## src/nac_defines.svh

```systemverilog
/*
 * offsets, field positions, key values and timing in ns of the nvm access block.
 * assumes it is included by bare name, after the package.
 */
`ifndef NAC_DEFINES_SVH
`define NAC_DEFINES_SVH

// ****************************************
// register indices on the sfr port
// ****************************************
`define NAC_IDX_TBL_UPPER  4'h0
`define NAC_IDX_TBL_HIGH   4'h1
`define NAC_IDX_TBL_LOW    4'h2
`define NAC_IDX_TBL_LATCH  4'h3
`define NAC_IDX_KEY        4'h4
`define NAC_IDX_CTRL       4'h5
`define NAC_IDX_DATA       4'h6
`define NAC_IDX_INDEX      4'h7
`define NAC_IDX_PRIO2      4'h8
`define NAC_IDX_FLAGS2     4'h9
`define NAC_IDX_ENAB2      4'ha

// ****************************************
// control register fields, and the done flag bit of flags2
// ****************************************
`define NAC_BIT_PROG_SEL   7
`define NAC_BIT_CFG_SEL    6
`define NAC_BIT_FREE       4
`define NAC_BIT_ABORT      3
`define NAC_BIT_PERMIT     2
`define NAC_BIT_WR         1
`define NAC_BIT_RD         0
`define NAC_BIT_DONE_FLAG  4

// ****************************************
// unlock keys, reset values, timing
// ****************************************
`define NAC_KEY_FIRST      8'h55
`define NAC_KEY_SECOND     8'haa
`define NAC_RESET_BYTE     8'h00
`define NAC_ERASED_BYTE    8'hff
`define NAC_CLK_PERIOD_NS  50
`define NAC_WRITE_TIME_NS  1000000

`endif

```

## src/nac_pkg.sv

```systemverilog
/*
 * types of the nvm access block.
 * assumes nothing of its surroundings.
 */
package nac_pkg;

    // ****************************************
    // types
    // ****************************************
    typedef logic [3:0] nac_sfr_t;
    typedef logic [7:0] nac_byte_t;
    typedef enum logic [1:0] {
        NAC_KEY_IDLE,
        NAC_KEY_ONE,
        NAC_KEY_TWO
    } nac_key_e;

endpackage : nac_pkg

```

## src/nac_nvm_access.sv

```systemverilog
/*
 * nvm access control: control register, unlock key port, data array,
 * self-timed write and erase, program flash requests.
 * assumes the sfr port is driven synchronously by the core, one access a cycle,
 * and sys_reset_i is a synchronous pulse for pin or watchdog resets.
 */
// Contract
// - program select chooses flash over data array
// - config select directs operations to configuration
// - writes only with permit; permit clear at power-up
// - abort flag on reset mid-cycle or bad attempt
// - space selects survive reset after abort
// - write strobe set only by software, cleared by hardware
// - write-done flag set at end, software clears
// - read strobe refused while either select set
// - read finishes in one cycle, strobe self-clears
// - data byte held until next read or write
// - row erase enable erases row, then clears
// - key port stores nothing, reads zero
// - 55h then aah unlock before strobe starts
// - byte write erases then programs, internally timed
// - control bit five reads as zero
// - data array accessed one byte at a time
// - flash write or erase stalls the core
// - strobe refused unless permit already set
// - control, index, data locked while busy
// - writes blocked during power-up timer
`include "nac_defines.svh"
`timescale 1ns/10ps
`default_nettype none

module nac_nvm_access #(
    parameter int unsigned WRITE_CYCLES = `NAC_WRITE_TIME_NS / `NAC_CLK_PERIOD_NS
) (
    // clock and resets
    input  wire logic               mclk_i,
    input  wire logic               rstn_i,
    input  wire logic               sys_reset_i,
    input  wire logic               pwrt_active_i,
    // sfr port
    input  wire nac_pkg::nac_sfr_t  sfr_addr_i,
    input  wire logic               sfr_wr_i,
    input  wire logic               sfr_rd_i,
    input  wire nac_pkg::nac_byte_t sfr_wdata_i,
    output nac_pkg::nac_byte_t      sfr_rdata_o,
    // status
    output logic                    busy_o,
    output logic                    cpu_stall_o,
    output logic                    write_done_flag_o,
    // program flash requests
    output logic                    prog_start_o,
    output logic                    prog_erase_o,
    output logic                    prog_cfg_o,
    output logic [21:0]             prog_addr_o,
    output nac_pkg::nac_byte_t      prog_data_o
);
    import nac_pkg::*;

    // ****************************************
    // state
    // ****************************************
    nac_byte_t   mem [0:255];
    nac_byte_t   tbl_upper_reg;
    nac_byte_t   tbl_high_reg;
    nac_byte_t   tbl_low_reg;
    nac_byte_t   tbl_latch_reg;
    nac_byte_t   prio2_reg;
    nac_byte_t   flags2_reg;
    nac_byte_t   enab2_reg;
    nac_byte_t   data_reg;
    nac_byte_t   index_reg;
    nac_byte_t   rdata_reg;
    nac_byte_t   rd_mux;
    logic        prog_sel_reg;
    logic        cfg_sel_reg;
    logic        free_reg;
    logic        abort_reg;
    logic        permit_reg;
    logic        wr_reg;
    logic        rd_reg;
    logic        start_reg;
    logic [15:0] cnt_reg;
    nac_key_e    key_reg;
    logic        ctrl_wr;
    logic        key_ok;
    logic        start;
    logic        improper;
    logic        done;
    logic        half;

    // ****************************************
    // decode
    // ****************************************
    assign ctrl_wr  = sfr_wr_i && (sfr_addr_i == `NAC_IDX_CTRL) && !wr_reg;
    assign key_ok   = (key_reg == NAC_KEY_TWO) && permit_reg && !pwrt_active_i;
    assign start    = ctrl_wr && sfr_wdata_i[`NAC_BIT_WR] && key_ok && !sys_reset_i;
    assign improper = ctrl_wr && sfr_wdata_i[`NAC_BIT_WR] && !key_ok && !sys_reset_i;
    assign done     = wr_reg && (cnt_reg == 16'(WRITE_CYCLES - 1));
    assign half     = wr_reg && (cnt_reg == 16'(WRITE_CYCLES / 2));

    // ****************************************
    // unlock detector
    // ****************************************
    always_ff @(posedge mclk_i or negedge rstn_i) begin
        if (!rstn_i) begin
            key_reg <= NAC_KEY_IDLE;
        end else if (sys_reset_i) begin
            key_reg <= NAC_KEY_IDLE;
        end else if (sfr_wr_i) begin
            case (key_reg)
                NAC_KEY_IDLE: begin
                    if (sfr_addr_i == `NAC_IDX_KEY && sfr_wdata_i == `NAC_KEY_FIRST) key_reg <= NAC_KEY_ONE;
                end
                NAC_KEY_ONE: begin
                    if (sfr_addr_i == `NAC_IDX_KEY && sfr_wdata_i == `NAC_KEY_SECOND) begin
                        key_reg <= NAC_KEY_TWO;
                    end else begin
                        key_reg <= NAC_KEY_IDLE;
                    end
                end
                default: begin
                    key_reg <= NAC_KEY_IDLE;
                end
            endcase
        end
    end

    // ****************************************
    // control register
    // ****************************************
    always_ff @(posedge mclk_i or negedge rstn_i) begin
        if (!rstn_i) begin
            prog_sel_reg <= 1'b0;
            cfg_sel_reg  <= 1'b0;
        end else if (ctrl_wr && !sys_reset_i) begin
            prog_sel_reg <= sfr_wdata_i[`NAC_BIT_PROG_SEL];
            cfg_sel_reg  <= sfr_wdata_i[`NAC_BIT_CFG_SEL];
        end
    end

    always_ff @(posedge mclk_i or negedge rstn_i) begin
        if (!rstn_i) begin
            permit_reg <= 1'b0;
            free_reg   <= 1'b0;
        end else if (sys_reset_i) begin
            permit_reg <= 1'b0;
            free_reg   <= 1'b0;
        end else if (done && free_reg) begin
            free_reg <= 1'b0;
        end else if (ctrl_wr) begin
            permit_reg <= sfr_wdata_i[`NAC_BIT_PERMIT];
            free_reg   <= sfr_wdata_i[`NAC_BIT_FREE];
        end
    end

    // abort flag: hardware set wins over a software clear
    always_ff @(posedge mclk_i or negedge rstn_i) begin
        if (!rstn_i) begin
            abort_reg <= 1'b0;
        end else if ((sys_reset_i && wr_reg) || improper) begin
            abort_reg <= 1'b1;
        end else if (done) begin
            abort_reg <= 1'b0;
        end else if (ctrl_wr && !sys_reset_i) begin
            abort_reg <= sfr_wdata_i[`NAC_BIT_ABORT];
        end
    end

    // ****************************************
    // write strobe and cycle timer
    // ****************************************
    always_ff @(posedge mclk_i or negedge rstn_i) begin
        if (!rstn_i) begin
            wr_reg <= 1'b0;
        end else if (sys_reset_i || done) begin
            wr_reg <= 1'b0;
        end else if (start) begin
            wr_reg <= 1'b1;
        end
    end

    always_ff @(posedge mclk_i or negedge rstn_i) begin
        if (!rstn_i) begin
            cnt_reg <= 16'h0000;
        end else if (!wr_reg || sys_reset_i || done) begin
            cnt_reg <= 16'h0000;
        end else begin
            cnt_reg <= cnt_reg + 16'h0001;
        end
    end

    always_ff @(posedge mclk_i or negedge rstn_i) begin
        if (!rstn_i) begin
            start_reg <= 1'b0;
        end else begin
            start_reg <= start && (sfr_wdata_i[`NAC_BIT_PROG_SEL] || sfr_wdata_i[`NAC_BIT_CFG_SEL]);
        end
    end

    // ****************************************
    // read strobe, data byte, index, array
    // ****************************************
    always_ff @(posedge mclk_i or negedge rstn_i) begin
        if (!rstn_i) begin
            rd_reg <= 1'b0;
        end else if (sys_reset_i || rd_reg) begin
            rd_reg <= 1'b0;
        end else if (ctrl_wr && sfr_wdata_i[`NAC_BIT_RD]) begin
            rd_reg <= !sfr_wdata_i[`NAC_BIT_PROG_SEL] && !sfr_wdata_i[`NAC_BIT_CFG_SEL];
        end
    end

    always_ff @(posedge mclk_i or negedge rstn_i) begin
        if (!rstn_i) begin
            data_reg <= `NAC_RESET_BYTE;
        end else if (rd_reg) begin
            data_reg <= mem[index_reg];
        end else if (sfr_wr_i && sfr_addr_i == `NAC_IDX_DATA && !wr_reg) begin
            data_reg <= sfr_wdata_i;
        end
    end

    always_ff @(posedge mclk_i or negedge rstn_i) begin
        if (!rstn_i) begin
            index_reg <= `NAC_RESET_BYTE;
        end else if (sfr_wr_i && sfr_addr_i == `NAC_IDX_INDEX && !wr_reg) begin
            index_reg <= sfr_wdata_i;
        end
    end

    // data target only: erase at mid-cycle, program at the end
    always_ff @(posedge mclk_i) begin
        if (!prog_sel_reg && !cfg_sel_reg && !sys_reset_i) begin
            if (half) begin
                mem[index_reg] <= `NAC_ERASED_BYTE;
            end else if (done) begin
                mem[index_reg] <= data_reg;
            end
        end
    end

    // ****************************************
    // table pointer, latch, peripheral regs
    // ****************************************
    always_ff @(posedge mclk_i or negedge rstn_i) begin
        if (!rstn_i) begin
            tbl_upper_reg <= `NAC_RESET_BYTE;
            tbl_high_reg  <= `NAC_RESET_BYTE;
            tbl_low_reg   <= `NAC_RESET_BYTE;
            tbl_latch_reg <= `NAC_RESET_BYTE;
            prio2_reg     <= `NAC_RESET_BYTE;
            enab2_reg     <= `NAC_RESET_BYTE;
        end else if (sfr_wr_i) begin
            case (sfr_addr_i)
                `NAC_IDX_TBL_UPPER: tbl_upper_reg <= sfr_wdata_i;
                `NAC_IDX_TBL_HIGH:  tbl_high_reg  <= sfr_wdata_i;
                `NAC_IDX_TBL_LOW:   tbl_low_reg   <= sfr_wdata_i;
                `NAC_IDX_TBL_LATCH: tbl_latch_reg <= sfr_wdata_i;
                `NAC_IDX_PRIO2:     prio2_reg     <= sfr_wdata_i;
                `NAC_IDX_ENAB2:     enab2_reg     <= sfr_wdata_i;
                default: begin
                end
            endcase
        end
    end

    // done flag: completion wins over a software clear in the same cycle
    always_ff @(posedge mclk_i or negedge rstn_i) begin
        if (!rstn_i) begin
            flags2_reg <= `NAC_RESET_BYTE;
        end else begin
            if (sfr_wr_i && sfr_addr_i == `NAC_IDX_FLAGS2) begin
                flags2_reg <= sfr_wdata_i;
            end
            if (done) begin
                flags2_reg[`NAC_BIT_DONE_FLAG] <= 1'b1;
            end
        end
    end

    // ****************************************
    // read back
    // ****************************************
    always_comb begin
        case (sfr_addr_i)
            `NAC_IDX_TBL_UPPER: rd_mux = tbl_upper_reg;
            `NAC_IDX_TBL_HIGH:  rd_mux = tbl_high_reg;
            `NAC_IDX_TBL_LOW:   rd_mux = tbl_low_reg;
            `NAC_IDX_TBL_LATCH: rd_mux = tbl_latch_reg;
            `NAC_IDX_CTRL:      rd_mux = {prog_sel_reg, cfg_sel_reg, 1'b0, free_reg,
                                          abort_reg, permit_reg, wr_reg, rd_reg};
            `NAC_IDX_DATA:      rd_mux = data_reg;
            `NAC_IDX_INDEX:     rd_mux = index_reg;
            `NAC_IDX_PRIO2:     rd_mux = prio2_reg;
            `NAC_IDX_FLAGS2:    rd_mux = flags2_reg;
            `NAC_IDX_ENAB2:     rd_mux = enab2_reg;
            default:            rd_mux = `NAC_RESET_BYTE;
        endcase
    end

    always_ff @(posedge mclk_i or negedge rstn_i) begin
        if (!rstn_i) begin
            rdata_reg <= `NAC_RESET_BYTE;
        end else if (sfr_rd_i) begin
            rdata_reg <= rd_mux;
        end
    end

    // ****************************************
    // outputs
    // ****************************************
    assign sfr_rdata_o       = rdata_reg;
    assign busy_o            = wr_reg;
    assign cpu_stall_o       = wr_reg && (prog_sel_reg || cfg_sel_reg);
    assign write_done_flag_o = flags2_reg[`NAC_BIT_DONE_FLAG];
    assign prog_start_o      = start_reg;
    assign prog_erase_o      = wr_reg && free_reg;
    assign prog_cfg_o        = wr_reg && cfg_sel_reg;
    assign prog_addr_o       = {tbl_upper_reg[5:0], tbl_high_reg, tbl_low_reg};
    assign prog_data_o       = tbl_latch_reg;

    // ****************************************
    // checks
    // ****************************************
    unlock_start_a: assert property (@(posedge mclk_i) disable iff (!rstn_i)
        $rose(wr_reg) |-> $past(key_reg) == NAC_KEY_TWO)
        else $error("write started without unlock");
    permit_before_a: assert property (@(posedge mclk_i) disable iff (!rstn_i)
        $rose(wr_reg) |-> $past(permit_reg) && !$past(pwrt_active_i))
        else $error("write started without prior permit");
    read_refused_a: assert property (@(posedge mclk_i) disable iff (!rstn_i)
        $rose(rd_reg) |-> !prog_sel_reg && !cfg_sel_reg)
        else $error("read started with a select set");
    read_one_a: assert property (@(posedge mclk_i) disable iff (!rstn_i)
        rd_reg |=> !rd_reg && data_reg == mem[$past(index_reg)])
        else $error("read not done in one cycle");
    done_flag_a: assert property (@(posedge mclk_i) disable iff (!rstn_i)
        done |=> write_done_flag_o && !wr_reg)
        else $error("done flag not set at end of write");
    abort_reset_a: assert property (@(posedge mclk_i) disable iff (!rstn_i)
        sys_reset_i && wr_reg |=> abort_reg && !wr_reg)
        else $error("abort flag missed on reset");
    select_hold_a: assert property (@(posedge mclk_i) disable iff (!rstn_i)
        sys_reset_i |=> prog_sel_reg == $past(prog_sel_reg) && cfg_sel_reg == $past(cfg_sel_reg))
        else $error("selects changed by reset");
    busy_lock_a: assert property (@(posedge mclk_i) disable iff (!rstn_i)
        wr_reg && !done |=> $stable(index_reg) && $stable(prog_sel_reg))
        else $error("registers changed while busy");
    busy_hold_a: assert property (@(posedge mclk_i) disable iff (!rstn_i || sys_reset_i)
        $rose(wr_reg) && !sys_reset_i |-> wr_reg [*8])
        else $error("write cycle too short");
    key_zero_a: assert property (@(posedge mclk_i) disable iff (!rstn_i)
        sfr_rd_i && sfr_addr_i == `NAC_IDX_KEY |=> sfr_rdata_o == 8'h00)
        else $error("key port read not zero");
    stall_flash_a: assert property (@(posedge mclk_i) disable iff (!rstn_i)
        wr_reg && prog_sel_reg |-> cpu_stall_o)
        else $error("no stall during flash write");
    erase_half_a: assert property (@(posedge mclk_i) disable iff (!rstn_i)
        half && !prog_sel_reg && !cfg_sel_reg && !sys_reset_i |=> mem[index_reg] == `NAC_ERASED_BYTE)
        else $error("data byte not erased mid-cycle");

endmodule : nac_nvm_access

`default_nettype wire

```

## config.mk

```make
export PLATFORM = sky130hd
export DESIGN_NAME = nac_nvm_access
export DESIGN_NICKNAME = d
export VERILOG_FILES = /design/src/nac_pkg.sv /design/src/nac_nvm_access.sv
export VERILOG_INCLUDE_DIRS = /design/src
export SDC_FILE = /design/constraint.sdc
export NUM_CORES = 2
export LEC_CHECK = 0
export ABC_CLOCK_PERIOD_IN_PS = 4650
export BUFFER_PORTS_ARGS = -buffer_cell sky130_fd_sc_hd__buf_2
export CAP_MARGIN = 10
export CORE_MARGIN = 2
export CORE_UTILIZATION = 40
export DETAILED_ROUTE_END_ITERATION = 12
export GPL_TIMING_DRIVEN = 1
export HOLD_SLACK_MARGIN = 0.05
export PLACE_DENSITY = 0.56
export SYNTH_ARGS = -nofsm -noshare
export SYNTH_HDL_FRONTEND = slang
export SYNTH_SLANG_ARGS = --single-unit
```

## constraint.sdc

```tcl
create_clock -name mclk_i -period 4.65 [get_ports mclk_i]
set_input_delay 0.465 -clock mclk_i [delete_from_list [all_inputs] [get_ports mclk_i]]
set_output_delay 0.465 -clock mclk_i [all_outputs]
set_load 0.05 [all_outputs]
```

==> qor.yml <==
drv_cap: 0
placedCellCount: 7269
ioPinCount: 62
final_cell_mix: "edfxtp_1 (2048), mux4_2 (393), nor2_1 (308)"
avgSynthCellArea_um2: 19.5
cp.required_ns: 5.45
synth_top_area_share: 0.724
grt_overflow: 0
cp.arrival_ns: 5.07
clkLatencyLatePin_ns: 0.87
p_int_mw: 32.5
fin_nets: 4698
place_hpwl_mm: 136
crit_path_max_incr_delay_ns: 0.84
largest_register_ffs: 2048
postCtsSetupRepairBufs: 0
drt-vias-per-instance: 5.70
critical_path.top_delay_family: "compound AO/OA/AOI/OAI gates"
synthFlopType: "edfxtp_1"
row_count: 169
path_clk_slew_ns: 0.06
clock_power_share: 0.396
synth_top_area_cell: "edfxtp_1"
async_flop_share: 0.0492
fp.dieH_um: 465
finalWorstSetupSlack_ns: 0.387
area_growth_pct: 14.4
worstMarginPinSlew_ns: 1.25
cts_tree: "built"
clkSinkCount: 2154
ir_worst_vdd_uv: 336
fin_crit_ns: 4.26
synth_simple_gate_area_share: 0.0372
synth_xor_area_frac: 0.00144
synthMuxAreaShare: 0.145
core_region_area_um2: 212000
initial_utilization: 0.402
cts_buffers: 216
crit_type: "register to register"
netlist_area_um2: 85000
crit_path_end_kind: "register"
cp_slowest_cell: "dfrtp_4"
start_kind: "register"
ant_nets: 0
totalPowerFinal_mw: 43.4
gp_congestion: 0.839
p_per_area_nw_per_um2: 447
drive_gt1_frac: 0.247
whs_ns: 0.145
multi_input_area_um2: 19300
wl_per_cell_um: 28.9
clock_skew_ns: 0.0395
route.detailed.drc: 0
setup_violations: 0
slew_violations: 0
antenna_found_initial: 9
h-tree-depth: 4
synth_top_family_by_area: "multiplexers"
grt_first_pass_wirelength_mm: 320
critical_path.cell_chain: "buf_12 -> buf_12 -> buf_4 -> mux2i_1 -> a22oi_1 -> a22oi_1 -> o2111ai_1 -> a21oi_1 -> a21oi_1 -> and3_1"
rsz0062_at_grt: "false"
synth-seq-cells: 2154
fill_cells: 17859
grtUsageTotal: 0.204
synth_nets: 4371
status: "finished, final reports clean"
power.switching_mw: 10.9
clockBufferDepth: 3
pwr-share-seq: 0.494
period_share: 0.917
die_area_um2: 216000
p_comb_frac: 0.110
grt_pass1_vias: 43824
finalSetupTns_ns: 0
cp_num_buf_inv: 3
totalWireLength_mm: 222
grt_max_degree: 229
synth_edf_count: 2048
cellLeakagePower_nw: 36.6
yosys.area_share.adder: 0.000294
min_path_type: "primary input to register"
slew-limit-headroom: 0.167
register_area_um2: 64200
synth_compound_area_frac: 0.0421
fmax_ghz: 0.235
netlist-cell-type-count: 69
synthTopCellsByArea: "edfxtp_1 (72%), mux4_2 (10%), mux2i_1 (3.2%)"
path_max_fanout: 58
seq_area_frac_synth: 0.755
syn_inst: 4351
clockRootBuffer: "clkbuf_16"
dr_total_vias: 43816
final_common_cell: "edfxtp_1"
p_sw_frac: 0.251
yosys_warnings: 0
port_buffers: 61
post-place-ws_ns: 0.458
die_w_um: 465
drtIter0Drc: 4771
firstDrtPassIters: 5
hold_viol_final: 0
final_cells: 7682
per-layer routing:
layer,part of all wire,GRT usage,vias up
li1,-,-,18500
met1,0.43,0.291,23440
met2,0.47,0.321,1570
met3,0.069,0.0384,302
met4,0.026,0.0582,4
met5,0.00015,0,-
power groups by stage:
stage	combinational (mW)	sequential (mW)	clock, mW
final	4.79	21.4	17.2
after global routing	5.02	21.4	18.2
after CTS	4.81	21.4	17.5
after detailed placement	4.80	21.8	0
after global placement	4.80	21.8	0
after floorplan	3.13	21.8	0
kinds of logic after synthesis:
| kind of cell | after synthesis |
|---|---|
| multiplexers | 730 |
| flip-flops | 2154 |
| adder cells (fa/ha/maj) | 2 |
| buffers and inverters | 298 |
| AO/OA/AOI/OAI | 487 |
| AND/OR/NAND/NOR | 666 |
| XOR/XNOR | 14 |
synth_stat cells (all sizes together) (4+ instances only):
cell type / instances
a211oi: 7
a21boi: 14
a21o: 14
a21oi: 52
a221oi: 52
a22o: 30
a22oi: 169
a31oi: 11
and2: 8
and3: 30
buf: 178
clkbuf: 101
dfrtp: 106
edfxtp: 2048
inv: 19
mux2: 66
mux2i: 271
mux4: 393
nand2: 95
nand2b: 18
nand3: 48
nand4: 30
nand4b: 4
nor2: 321
nor2b: 33
nor3: 15
nor4: 16
nor4b: 4
o2111ai: 7
o211ai: 8
o21ai: 25
o221ai: 11
o22ai: 55
o31ai: 14
or2: 27
xnor2: 6
xor2: 8
worst min-delay path, delay by kind of cell:
family | cells | cell delay (ns)
buffers and inverters | 1 | 0.22
AOI/OAI and AO/OA | 1 | 0.12
and+or+nand+nor | 1 | 0.13
what timing repair did:
item	CTS	global route
hold buffers	12	0
resized for setup	0	0
hold endpoints to repair	130	0
final cells by class:
class | instances | area share
Tap cell | 2821 | 0.0363
Clock buffer | 276 | 0.0594
Antenna cell | 2 | 0.0000515
Inverter | 19 | 0.000734
Timing Repair Buffer | 388 | 0.0326
Multi-Input combinational cell | 1899 | 0.198
Sequential cell | 2154 | 0.660
Clock inverter | 123 | 0.0125
stage by stage:
| stage | instance area [um2] | util |
|---|---|---|
| 2_1_floorplan | 85000 | - |
| 3_3_place_gp | 90100 | 0.426 |
| 3_5_place_dp | 90100 | 0.426 |
| 4_1_cts | 97200 | 0.459 |
| 5_1_grt | 97200 | 0.459 |
| 6_report | 97200 | 0.459 |
path summary, 6_finish.rpt:
kind | from | end | slack, ns | cells after the start
worst min register to register | prio2_reg[2]$_DFFE_PN0P_ | prio2_reg[2]$_DFFE_PN0P_ | 0.50 | 1
worst min-delay path | sfr_wdata_i[1] | abort_reg$_DFFE_PN0P_ | 0.15 | 3
max in group asynchronous | rstn_i | tbl_high_reg[5]$_DFFE_PN0P_ | 3.54 | 3
worst max register to register | index_reg[0]$_DFFE_PN0P_ | data_reg[5]$_DFFE_PN0P_ | 0.39 | 10
min in group asynchronous | rstn_i | tbl_high_reg[7]$_DFFE_PN0P_ | 0.28 | 3
worst max-delay path | index_reg[0]$_DFFE_PN0P_ | data_reg[5]$_DFFE_PN0P_ | 0.39 | 10
No activity file was read; power rests on OpenSTA's default activity.
